==> src/dac_cmp_regs.svh <==
/*
  Register offsets, field positions, write masks and reset values of the
  reference converter and comparator control block.
  Assumes byte addresses on a 32-bit classic Wishbone bus, one register per word.
*/
`ifndef DAC_CMP_REGS_SVH
`define DAC_CMP_REGS_SVH

// byte offsets
`define REF_CTRL0_OFS 5'h00
`define REF_LEVEL_OFS 5'h04
`define CMP_CTRL0_OFS 5'h08
`define CMP_CTRL1_OFS 5'h0c
`define CMP_RESULT_OFS 5'h10
`define CMP_FLAG_OFS 5'h14

// reference control 0 fields
`define REF_ON_BIT 7
`define REF_PIN_BIT 5
`define REF_SRC_HI 3
`define REF_SRC_LO 2
`define REF_CTRL0_MASK 8'hac
`define REF_CTRL0_RST 8'h00

// level select
`define REF_LEVEL_MASK 8'h1f
`define REF_LEVEL_RST 8'h00

// comparator control 0 fields
`define CMP_ON_BIT 7
`define CMP_OUT_BIT 6
`define CMP_OE_BIT 5
`define CMP_POL_BIT 4
`define CMP_SP_BIT 2
`define CMP_HYS_BIT 1
`define CMP_SYNC_BIT 0
`define CMP_CTRL0_MASK 8'hb7
`define CMP_CTRL0_RST 8'h04

// comparator control 1 fields
`define CMP_RISE_BIT 7
`define CMP_FALL_BIT 6
`define CMP_PCH_HI 5
`define CMP_PCH_LO 4
`define CMP_NCH_HI 2
`define CMP_NCH_LO 0
`define CMP_CTRL1_MASK 8'hf7
`define CMP_CTRL1_RST 8'h00

// flag register: bit 0, write one to clear
`define CMP_FLAG_BIT 0

`endif

==> src/dac_cmp_pkg.sv <==
/*
  Types shared by the reference converter and comparator control block.
  Assumes nothing of its surroundings.
*/
package dac_cmp_pkg;
  typedef logic [7:0] reg8_t;
  typedef logic [4:0] level_code_t;
  typedef logic [1:0] pos_sel_t;
  typedef logic [2:0] neg_sel_t;
  // one-hot analog switch controls
  typedef logic [3:0] route_t;
endpackage

==> src/dac_comparator_control.sv <==
/*
  Digital control of a 5-bit reference ladder converter and one comparator:
  register file on classic Wishbone, switch controls, pin overrides, result
  registering, timer synchronisation and the edge flag.
  Assumes the analog comparator decision arrives asynchronously, the timer
  clock input is already past its prescaler, and the instruction-cycle strobe
  is a one-cycle pulse synchronous to clk.
*/
// The implementer's own choices: the Wishbone interface to the registers and the address map.
// Summary of operation
// - converter runs only while its enable bit is set
// - 32 levels from a 5-bit code, span times code over 32
// - pin drive bit connects converter level to its output pin
// - reference pin overrides output buffer, pull-up and input detector
// - port read of reference output pin returns zero
// - wake from sleep leaves reference control 0 untouched
// - reset disables converter, frees pin, clears level code
// - source field picks supply, reference pin or fixed buffer; ground negative
// - unimplemented reference bits read zero, writes ignored
// - comparator on bit enables it; off disables all inputs
// - 2-bit positive channel routes one of four sources
// - 3-bit negative channel routes one source to inverting input
// - result readable in control 0 and mirrored in result register
// - pin driven only with drive enable, direction clear, comparator on
// - synced result to converter and timer, raw result to waveform unit
// - pin drive enable overrides port latch regardless of on bit
// - internal result registered once per instruction cycle
// - result high when positive exceeds negative; invert bit flips it
// - speed/power bit resets to one, zero selects low power
// - raw decision low when positive below negative, high above
// - positive codes: pin, converter, fixed reference, ground
// - negative codes: pin a, pin b, fixed reference, ground; rest reserved
// - sync mode latches result on timer source clock falling edge
// - enabled rising or falling result edge sets flag; software clears
`timescale 1ns/100ps
`include "dac_cmp_regs.svh"

module dac_comparator_control
  import dac_cmp_pkg::*;
#(
  parameter int ADDR_W = 8
)
(
  // clock, reset, freeze
  input wire logic clk,
  input wire logic reset,
  input wire logic ce,
  // wishbone slave
  input wire logic wb_cyc_i,
  input wire logic wb_stb_i,
  input wire logic wb_we_i,
  input wire logic [ADDR_W-1:0] wb_adr_i,
  input wire logic [3:0] wb_sel_i,
  input wire logic [31:0] wb_dat_i,
  output logic [31:0] wb_dat_o,
  output logic wb_ack_o,
  // core timing and pins
  input wire logic instr_cycle_stb,
  input wire logic tmr1_src_clk,
  input wire logic cmp_decision,
  input wire logic cmp_pin_direction_bit,
  input wire logic ref_pin_in,
  // converter controls
  output logic ref_conv_on,
  output level_code_t ref_level_code,
  output logic [2:0] ref_pos_source_sel,
  output logic ref_neg_source_gnd,
  output logic ref_pin_drive_en,
  output logic ref_pin_digital_override,
  output logic ref_pin_read,
  // comparator controls
  output logic cmp_on,
  output logic cmp_speed_power_sel,
  output logic cmp_hyst_en,
  output route_t cmp_pos_route,
  output route_t cmp_neg_route,
  // comparator results
  output logic cmp_result_synced,
  output logic cmp_result_raw,
  output logic cmp_pin_out,
  output logic cmp_pin_oe,
  output logic cmp_port_override,
  output logic cmp_irq_flag
);

  // refused at elaboration: the offset decode needs bits 4:2 and a zero test above them
  if (ADDR_W < 6)
  begin : g_addr_check
    $error("ADDR_W must be at least 6");
  end

  reg8_t ref_ctrl0_q;
  reg8_t ref_level_q;
  reg8_t cmp_ctrl0_q;
  reg8_t cmp_ctrl1_q;
  logic ack_q;
  logic [31:0] dat_q;
  logic raw_meta_q;
  logic raw_sync_q;
  logic cmp_result_q;
  logic tmr_clk_prev_q;
  logic tmr_latch_q;
  logic flag_q;
  logic ref_on_q;
  level_code_t level_out_q;
  logic [2:0] src_q;
  logic gnd_q;
  logic ref_oe_q;
  logic ref_ovr_q;
  logic ref_read_q;
  logic cmp_on_q;
  logic sp_q;
  logic hys_q;
  route_t pos_q;
  route_t neg_q;
  logic synced_q;
  logic raw_out_q;
  logic pin_out_q;
  logic pin_oe_q;
  logic port_ovr_q;

  // bus decode
  wire req = wb_cyc_i & wb_stb_i;
  wire take = req & ~ack_q;
  wire upper_zero = ~|wb_adr_i[ADDR_W-1:5];
  wire [4:0] ofs = {wb_adr_i[4:2], 2'b00};
  wire wr = req & ack_q & wb_we_i & wb_sel_i[0] & upper_zero;
  wire wr_ref0 = wr & (ofs == `REF_CTRL0_OFS);
  wire wr_ref1 = wr & (ofs == `REF_LEVEL_OFS);
  wire wr_cmp0 = wr & (ofs == `CMP_CTRL0_OFS);
  wire wr_cmp1 = wr & (ofs == `CMP_CTRL1_OFS);
  wire wr_flag = wr & (ofs == `CMP_FLAG_OFS);
  wire [7:0] wdat = wb_dat_i[7:0];

  // field views
  wire ref_en = ref_ctrl0_q[`REF_ON_BIT];
  wire ref_pin = ref_ctrl0_q[`REF_PIN_BIT];
  wire [1:0] ref_src = ref_ctrl0_q[`REF_SRC_HI:`REF_SRC_LO];
  wire c_on = cmp_ctrl0_q[`CMP_ON_BIT];
  wire c_oe = cmp_ctrl0_q[`CMP_OE_BIT];
  wire c_pol = cmp_ctrl0_q[`CMP_POL_BIT];
  wire c_sync = cmp_ctrl0_q[`CMP_SYNC_BIT];
  wire c_rise = cmp_ctrl1_q[`CMP_RISE_BIT];
  wire c_fall = cmp_ctrl1_q[`CMP_FALL_BIT];
  wire pos_sel_t c_pch = cmp_ctrl1_q[`CMP_PCH_HI:`CMP_PCH_LO];
  wire neg_sel_t c_nch = cmp_ctrl1_q[`CMP_NCH_HI:`CMP_NCH_LO];

  // read mux; result bit merged into control 0
  wire reg8_t cmp0_rd = (cmp_ctrl0_q & ~(8'h01 << `CMP_OUT_BIT)) | ({7'h00, cmp_result_q} << `CMP_OUT_BIT);
  wire reg8_t rd_byte =
    ~upper_zero ? 8'h00 :
    (ofs == `REF_CTRL0_OFS) ? ref_ctrl0_q :
    (ofs == `REF_LEVEL_OFS) ? ref_level_q :
    (ofs == `CMP_CTRL0_OFS) ? cmp0_rd :
    (ofs == `CMP_CTRL1_OFS) ? cmp_ctrl1_q :
    (ofs == `CMP_RESULT_OFS) ? {7'h00, cmp_result_q} :
    (ofs == `CMP_FLAG_OFS) ? {7'h00, flag_q} :
    8'h00;

  // comparator result path; gating by on bit models disabled inputs
  wire res_now = c_on & (raw_sync_q ^ c_pol);
  wire tmr_fall = tmr_clk_prev_q & ~tmr1_src_clk;
  wire rise_evt = instr_cycle_stb & res_now & ~cmp_result_q & c_rise;
  wire fall_evt = instr_cycle_stb & ~res_now & cmp_result_q & c_fall;
  wire flag_clr = wr_flag & wdat[`CMP_FLAG_BIT];
  // set wins so an edge during the clear is kept
  wire flag_d = (flag_q & ~flag_clr) | rise_evt | fall_evt;
  wire synced_d = c_sync ? tmr_latch_q : cmp_result_q;

  // switch decodes
  wire [2:0] src_d = ~ref_en ? 3'h0 :
    (ref_src == 2'h0) ? 3'h1 :
    (ref_src == 2'h1) ? 3'h2 :
    (ref_src == 2'h2) ? 3'h4 : 3'h0;
  wire route_t pos_d = c_on ? (4'h1 << c_pch) : 4'h0;
  wire route_t neg_d = ~c_on ? 4'h0 :
    (c_nch == 3'h0) ? 4'h1 :
    (c_nch == 3'h1) ? 4'h2 :
    (c_nch == 3'h6) ? 4'h4 :
    (c_nch == 3'h7) ? 4'h8 : 4'h0;
  wire ref_oe_d = ref_en & ref_pin;

  // bus handshake
  always_ff @(posedge clk or posedge reset)
  begin
    if (reset)
    begin
      ack_q <= 1'b0;
      dat_q <= 32'h0000_0000;
    end
    else if (ce)
    begin
      ack_q <= take;
      if (take)
      begin
        dat_q <= {24'h00_0000, rd_byte};
      end
    end
  end

  // software registers; no sleep input, wake leaves them as they were
  always_ff @(posedge clk or posedge reset)
  begin
    if (reset)
    begin
      ref_ctrl0_q <= `REF_CTRL0_RST;
      ref_level_q <= `REF_LEVEL_RST;
      cmp_ctrl0_q <= `CMP_CTRL0_RST;
      cmp_ctrl1_q <= `CMP_CTRL1_RST;
    end
    else if (ce)
    begin
      if (wr_ref0)
      begin
        ref_ctrl0_q <= wdat & `REF_CTRL0_MASK;
      end
      if (wr_ref1)
      begin
        ref_level_q <= wdat & `REF_LEVEL_MASK;
      end
      if (wr_cmp0)
      begin
        cmp_ctrl0_q <= wdat & `CMP_CTRL0_MASK;
      end
      if (wr_cmp1)
      begin
        cmp_ctrl1_q <= wdat & `CMP_CTRL1_MASK;
      end
    end
  end

  // decision synchroniser, the meta stage feeds only the second stage
  always_ff @(posedge clk or posedge reset)
  begin
    if (reset)
    begin
      raw_meta_q <= 1'b0;
      raw_sync_q <= 1'b0;
    end
    else if (ce)
    begin
      raw_meta_q <= cmp_decision;
      raw_sync_q <= raw_meta_q;
    end
  end

  // instruction-cycle result, timer latch and flag
  always_ff @(posedge clk or posedge reset)
  begin
    if (reset)
    begin
      cmp_result_q <= 1'b0;
      tmr_clk_prev_q <= 1'b0;
      tmr_latch_q <= 1'b0;
      flag_q <= 1'b0;
    end
    else if (ce)
    begin
      if (instr_cycle_stb)
      begin
        cmp_result_q <= res_now;
      end
      tmr_clk_prev_q <= tmr1_src_clk;
      if (tmr_fall)
      begin
        tmr_latch_q <= cmp_result_q;
      end
      flag_q <= flag_d;
    end
  end

  // converter outputs
  always_ff @(posedge clk or posedge reset)
  begin
    if (reset)
    begin
      ref_on_q <= 1'b0;
      level_out_q <= 5'h00;
      src_q <= 3'h0;
      gnd_q <= 1'b1;
      ref_oe_q <= 1'b0;
      ref_ovr_q <= 1'b0;
      ref_read_q <= 1'b0;
    end
    else if (ce)
    begin
      ref_on_q <= ref_en;
      level_out_q <= ref_level_q[4:0];
      src_q <= src_d;
      gnd_q <= ref_en;
      ref_oe_q <= ref_oe_d;
      ref_ovr_q <= ref_oe_d;
      ref_read_q <= ref_oe_d ? 1'b0 : ref_pin_in;
    end
  end

  // comparator outputs
  always_ff @(posedge clk or posedge reset)
  begin
    if (reset)
    begin
      cmp_on_q <= 1'b0;
      sp_q <= 1'b1;
      hys_q <= 1'b0;
      pos_q <= 4'h0;
      neg_q <= 4'h0;
      synced_q <= 1'b0;
      raw_out_q <= 1'b0;
      pin_out_q <= 1'b0;
      pin_oe_q <= 1'b0;
      port_ovr_q <= 1'b0;
    end
    else if (ce)
    begin
      cmp_on_q <= c_on;
      sp_q <= cmp_ctrl0_q[`CMP_SP_BIT];
      hys_q <= cmp_ctrl0_q[`CMP_HYS_BIT];
      pos_q <= pos_d;
      neg_q <= neg_d;
      synced_q <= synced_d;
      raw_out_q <= res_now;
      pin_out_q <= synced_d;
      pin_oe_q <= c_oe & ~cmp_pin_direction_bit & c_on;
      port_ovr_q <= c_oe;
    end
  end

  assign wb_ack_o = ack_q;
  assign wb_dat_o = dat_q;
  assign ref_conv_on = ref_on_q;
  assign ref_level_code = level_out_q;
  assign ref_pos_source_sel = src_q;
  assign ref_neg_source_gnd = gnd_q;
  assign ref_pin_drive_en = ref_oe_q;
  assign ref_pin_digital_override = ref_ovr_q;
  assign ref_pin_read = ref_read_q;
  assign cmp_on = cmp_on_q;
  assign cmp_speed_power_sel = sp_q;
  assign cmp_hyst_en = hys_q;
  assign cmp_pos_route = pos_q;
  assign cmp_neg_route = neg_q;
  assign cmp_result_synced = synced_q;
  assign cmp_result_raw = raw_out_q;
  assign cmp_pin_out = pin_out_q;
  assign cmp_pin_oe = pin_oe_q;
  assign cmp_port_override = port_ovr_q;
  assign cmp_irq_flag = flag_q;

endmodule
==> config.mk <==
export PLATFORM = sky130hd
export DESIGN_NAME = dac_comparator_control
export DESIGN_NICKNAME = d
export VERILOG_FILES = /design/src/dac_cmp_pkg.sv /design/src/dac_comparator_control.sv
export VERILOG_INCLUDE_DIRS = /design/src /design/src/src
export SDC_FILE = /design/constraint.sdc
export NUM_CORES = 1
export LEC_CHECK = 0
export BUFFER_PORTS_ARGS = -buffer_cell sky130_fd_sc_hd__buf_4
export CORE_MARGIN = 8
export CORE_UTILIZATION = 52
export DETAILED_ROUTE_END_ITERATION = 6
export PLACE_DENSITY = 0.85
export SETUP_SLACK_MARGIN = 0.1
export SKIP_LAST_GASP = 1
export SLEW_MARGIN = 30
export SYNTH_ARGS = -nofsm -noshare
export SYNTH_HDL_FRONTEND = slang
export SYNTH_SLANG_ARGS = --single-unit
==> constraint.sdc <==
create_clock -name clk -period 5.1 [get_ports clk]
set_input_delay 1.53 -clock clk [delete_from_list [all_inputs] [get_ports clk]]
set_output_delay 1.53 -clock clk [all_outputs]
set_load 0.03 [all_outputs]
Word-level counts from Yosys, hierarchy flattened
Index checks and enable logic that the tools add are counted.
{"block": "word_totals", "latchBits": 0, "ram_bits": 0, "register_bits": 64, "n_memories": 0, "romBits": 0, "inputBits": 55}
{"block": "op_classes", "n_shift": 1, "n_div": 0, "mux": 19, "order_cmp": 0, "eq_ne": 10, "n_mul": 0, "add_sub_neg": 0, "bitwise": 34, "n_reduce_logical": 12}
{"operator": "two-way mux 8 bit", "n": 5}
{"operator": "AND 1 bit", "n": 24}
{"operator": "two-way mux 4 bit", "n": 6}
{"operator": "AND reduction 2 bit", "n": 7}
{"operator": "equality test 3 bit, second input constant", "n": 4}
{"operator": "two-way mux 3 bit", "n": 4}
{"operator": "bitwise OR 8 x 7 -> 8 bit", "n": 1}
{"operator": "equality test 3 x 1 -> 1 bit, second input constant", "n": 2}
{"operator": "equality test 3 x 2 -> 1 bit, second input constant", "n": 2}
{"operator": "inverter 1 bit", "n": 6}
{"operator": "logical NOT 5 bit", "n": 1}
{"operator": "two-way mux 1 bit", "n": 4}
{"operator": "left shift 1 x 2 -> 4 bit, first input constant", "n": 1}
{"operator": "logical NOT 3 bit", "n": 1}
{"operator": "OR reduction 3 bit", "n": 1}
{"operator": "equality test 2 x 1 -> 1 bit, second input constant", "n": 1}
{"operator": "equality test 2 bit, second input constant", "n": 1}
{"operator": "logical NOT 2 bit", "n": 1}
{"operator": "bitwise OR 1 bit", "n": 2}
{"operator": "logical NOT 1 bit", "n": 1}
{"operator": "XOR 1 bit", "n": 1}

Logic depth before layout (Yosys ltp)
{"block": "logic_depth", "depth_word": 11, "ltp_mapped": 5}

Least setup slack after synthesis
No wires, ideal clock.
{"block": "synth_timing", "path_type": "in2reg", "startpoint": "input wb_adr_i[4]", "endpoint": "register ref_ctrl0_q[2]", "path_stages": 4, "t_arrival_ns": 2.625, "n_path_buf": 1, "path_slack_ns": 2.350, "cell_sequence": "clkbuf_1 nor3_1 nor3b_2 mux2_2"}
{"block": "synth_between", "elab_chain_len": 3}
{"item": "from (decl)", "line_no": "dac_comparator_control.sv:52", "rtl": "input wire logic [ADDR_W-1:0] wb_adr_i,"}
{"item": "logical NOT 5 bit (no line)"}
{"item": "AND 1 bit", "line_no": "dac_comparator_control.sv:128", "rtl": "wire wr_ref0 = wr & (ofs == `REF_CTRL0_OFS);"}
{"item": "AND reduction 2 bit (no line)"}
{"item": "to (signal assigned)", "line_no": "dac_comparator_control.sv:206", "rtl": "ref_ctrl0_q <= `REF_CTRL0_RST;"}
{"item": "to (signal assigned)", "line_no": "dac_comparator_control.sv:215", "rtl": "ref_ctrl0_q <= wdat & `REF_CTRL0_MASK;"}
{"item": "to (decl)", "line_no": "dac_comparator_control.sv:92", "rtl": "reg8_t ref_ctrl0_q;"}
No other way between the ends.
A chain may end at the register's enable or synchronous reset.

Final worst setup path
{"block": "layout_timing", "startpoint": "input ce", "endpoint": "register ref_level_q[2]"}
{"block": "layout_between", "elab_chain_len": 1}
{"item": "from (decl)", "line_no": "dac_comparator_control.sv:47", "rtl": "input wire logic ce,"}
{"item": "AND reduction 2 bit (no line)"}
{"item": "to (signal assigned)", "line_no": "dac_comparator_control.sv:207", "rtl": "ref_level_q <= `REF_LEVEL_RST;"}
{"item": "to (signal assigned)", "line_no": "dac_comparator_control.sv:219", "rtl": "ref_level_q <= wdat & `REF_LEVEL_MASK;"}
{"item": "to (decl)", "line_no": "dac_comparator_control.sv:93", "rtl": "reg8_t ref_level_q;"}
No other way between the ends.

==> results.cfg <==
[outcome]
outcome = complete, no violations

[logic_synthesis]
synth-edff-count = 0
ys_seq_area_frac = 0.5395
synth.distinct_cells = 37
synth_warnings = 0
synth_seq_cells = 64
synth_cells = 259
synth_top_area_frac = 0.5130
synthTopCellsByArea = dfrtp_1, mux2_2, buf_4
synth_area_per_cell_um2 = 11.49
synth_top_area_cell = dfrtp_1
synth-main-ff-cell = dfrtp_1
ys_async_sr_fraction = 1.000
syn-cell-area_um2 = 2975

[placed_design]
gp_congestion = 0.8539
io_buffers = 64
hpwl_um = 4856

[worst_setup_path]
path_class = in2reg
crit_slowest_cell = nor3_2
slowest_delay_ns = 0.50
worst-path-stages = 5
critical_path.startpoint_type = input port
crit_arrival_ns = 3.26
crit_fanout = 50
crit_family = simple AND/OR/NAND/NOR gates
cp_cell_sequence = buf_4 > and3_1 > nand4_1 > nor3_2 > mux2_2
reg2reg_depth = 4
cp_num_buf_inv = 1
worstPathRequired_ns = 5.33
end_kind = flop

[die]
core_area_um2 = 5507
die_area_um2 = 8398
die_w_um = 91.64
rows = 27
start_util = 0.5403
io_pins = 118
die_h_um = 91.64

[route]
vias = 2075
detail_route.wirelength_um = 6601
detail-route-antenna-nets = 0
drt-initial-drc-count = 87
drc_errors = 0
via_per_inst = 5.201
dr.pass1.iters = 4
wl_per_cell_um = 16.54

[hold_path]
min_path_type = reg2reg
whs_path_depth = 2

[cts]
root_buffer = clkbuf_8
post-cts-setup-buffers = 0
clk_pin_slew_ns = 0.07
htree_levels = 3
cts_resized = 0
clk_latency_ns = 0.34
clk_path_buf_depth = 2
clkSinkCount = 64
cts-buffers-inserted = 9
hold_buffers = 0
cts_tree = yes

[sta]
slew_viol_final = 0
setup_viol = 0
min_period_ns = 3.034
clock-skew-final_ns = 0.007777
rsz0062_at_grt = no
relSlewSlack = 0.5308
hold_viol = 0
tightest_slew_ns = 0.7029
fin_setup_tns_ns = 0
clock.fmax_ghz = 0.3296
fin_crit_sh = 0.5949

[cells_and_area]
n_antenna_cell = 0
drive_above_1_share = 0.3823
finalNetCount = 377
syn2layout_area_growth_pct = 21.19
utilization = 0.6549

[global_route]
gr-total-overflow = 0
antenna_found_initial = 0
grt_pass1_vias = 2111
grt_max_degree = 51
grt_pass1_wl_um = 10670
gr-usage-all-layers = 0.1610

[pwr]
p_per_area_nw_per_um2 = 293.1
vdd_drop_max_v = 0.0001849
power_leakage_nw = 1.762
p_total_w = 0.001057

[flow_run]
cap_viol_max_count = 0
==> cell usage in the layout, fill, tap and decap left out <==
cell type / count
dfstp_2: 3
mux2_2: 36
a41oi_1: 1
inv_1: 20
clkbuf_8: 11
nor4_4: 1
a32o_1: 2
conb_1: 24
nor3_2: 2
dfrtp_1: 61
o21ai_0: 20
and3_1: 3
nand4_1: 3
nand4b_2: 1
xor2_1: 1
a22oi_1: 3
o22ai_1: 8
clkinvlp_4: 1
nand2_1: 16
buf_4: 65
clkinv_2: 1
nand3_1: 7
a22o_1: 1
nand2b_1: 6
nor3b_2: 1
a211o_1: 1
bufinv_16: 1
o211ai_1: 1
nand3b_1: 2
nor2_1: 2
mux2i_1: 4
nand4b_1: 1
a32oi_1: 2
clkbuf_1: 3
nor3_1: 2
nor2_2: 1
nor2b_1: 4
a21oi_1: 4
mux4_2: 1
==> state kept, by name, indices dropped and copies added (netlist names), 3 cells and up <==
name	flops
cmp_ctrl0_q	6
cmp_ctrl1_q	7
ref_level_q	5
cmp_pos_route	4
cmp_neg_route	4
ref_ctrl0_q	4
ref_level_code	5
wb_dat_o	8
ref_pos_source_sel	3
==> cell families (layout without fill, tap and decap cells) <==
| family | count (synthesis) | count (layout) | synth area share |
|---|---|---|---|
| DFF | 64 | 64 | 0.5395 |
| buffers and inverters | 57 | 102 | 0.1056 |
| and+or+nand+nor | 52 | 52 | 0.1047 |
| AOI/OAI and AO/OA | 43 | 43 | 0.08874 |
| muxes | 41 | 41 | 0.1573 |
| other | 1 | 24 | 0.001260 |
| xor gates and xnor gates | 1 | 1 | 0.002944 |
==> per-stage QoR <==
| step | instances | setup slack, ns | hold slack, ns | instance area, µm² |
|---|---|---|---|---|
| 5_1_grt | 399 | 1.948 | 0.5115 | 3606 |
| 3_3_place_gp | 383 | 1.784 | 0.4604 | 3405 |
| 6_report | 399 | 2.066 | 0.4775 | 3606 |
| 4_1_cts | 399 | 2.063 | 0.4854 | 3605 |
| 2_1_floorplan | 282 | 1.977 | 0.4486 | 3062 |
| 3_5_place_dp | 383 | 1.715 | 0.4735 | 3405 |
==> power by group <==
part	switching (W)	total [W]	internal [W]
clock network	0.000189	0.000442	0.000253
registers	0.00000455	0.000519	0.000514
logic	0.0000677	0.0000962	0.0000285
==> area by class of cell <==
cell class	count	area, µm²
Clock buffer	14	162.7
Clock inverter	2	37.54
Fill cell	466	1901
Inverter	21	80.08
Multi-Input combinational cell	161	1142
Sequential cell	64	1605
Tap cell	72	90.09
Timing Repair Buffer	65	488.0
==> Yosys cell counts (all sizes together) (2+ instances only) <==
master  instances
nand4b          2
a21oi           4
nor2            3
nor2b           4
a32o            2
dfstp           3
mux2           36
nand4           3
nand3b          2
a32oi           2
nand2          16
nor3            4
o21ai          20
a22oi           3
clkbuf          6
mux2i           4
and3            3
dfrtp          61
inv            21
nand2b          6
nand3           7
buf            30
o22ai           8
==> worst paths after layout <==
| kind | startpoint | endpoint | slack, ns |
|---|---|---|---|
| setup reg to reg | wb_ack_o | wb_dat_o[1] | 3.25 |
| setup / recovery | ce | ref_level_q[2] | 2.07 |
| min in group asynchronous | reset | cmp_neg_route[1] | 1.28 |
| hold reg to reg | ref_neg_source_gnd | ref_neg_source_gnd | 0.48 |
| hold / removal | ref_neg_source_gnd | ref_neg_source_gnd | 0.48 |
| max in group asynchronous | reset | cmp_ctrl0_q[2] | 3.01 |
==> routing by layer <==
metal	global-route usage	routed length (µm)
met5	0	0
met4	0.08186	121
met3	0.05053	527
met2	0.2479	3088
met1	0.1994	2863
==> worst min-delay path: stages (launching register included) <==
cell     delay [ns]
dfstp_2        0.37
inv_1          0.04
o21ai_0        0.06
No activity file was read; power rests on OpenSTA's default activity.
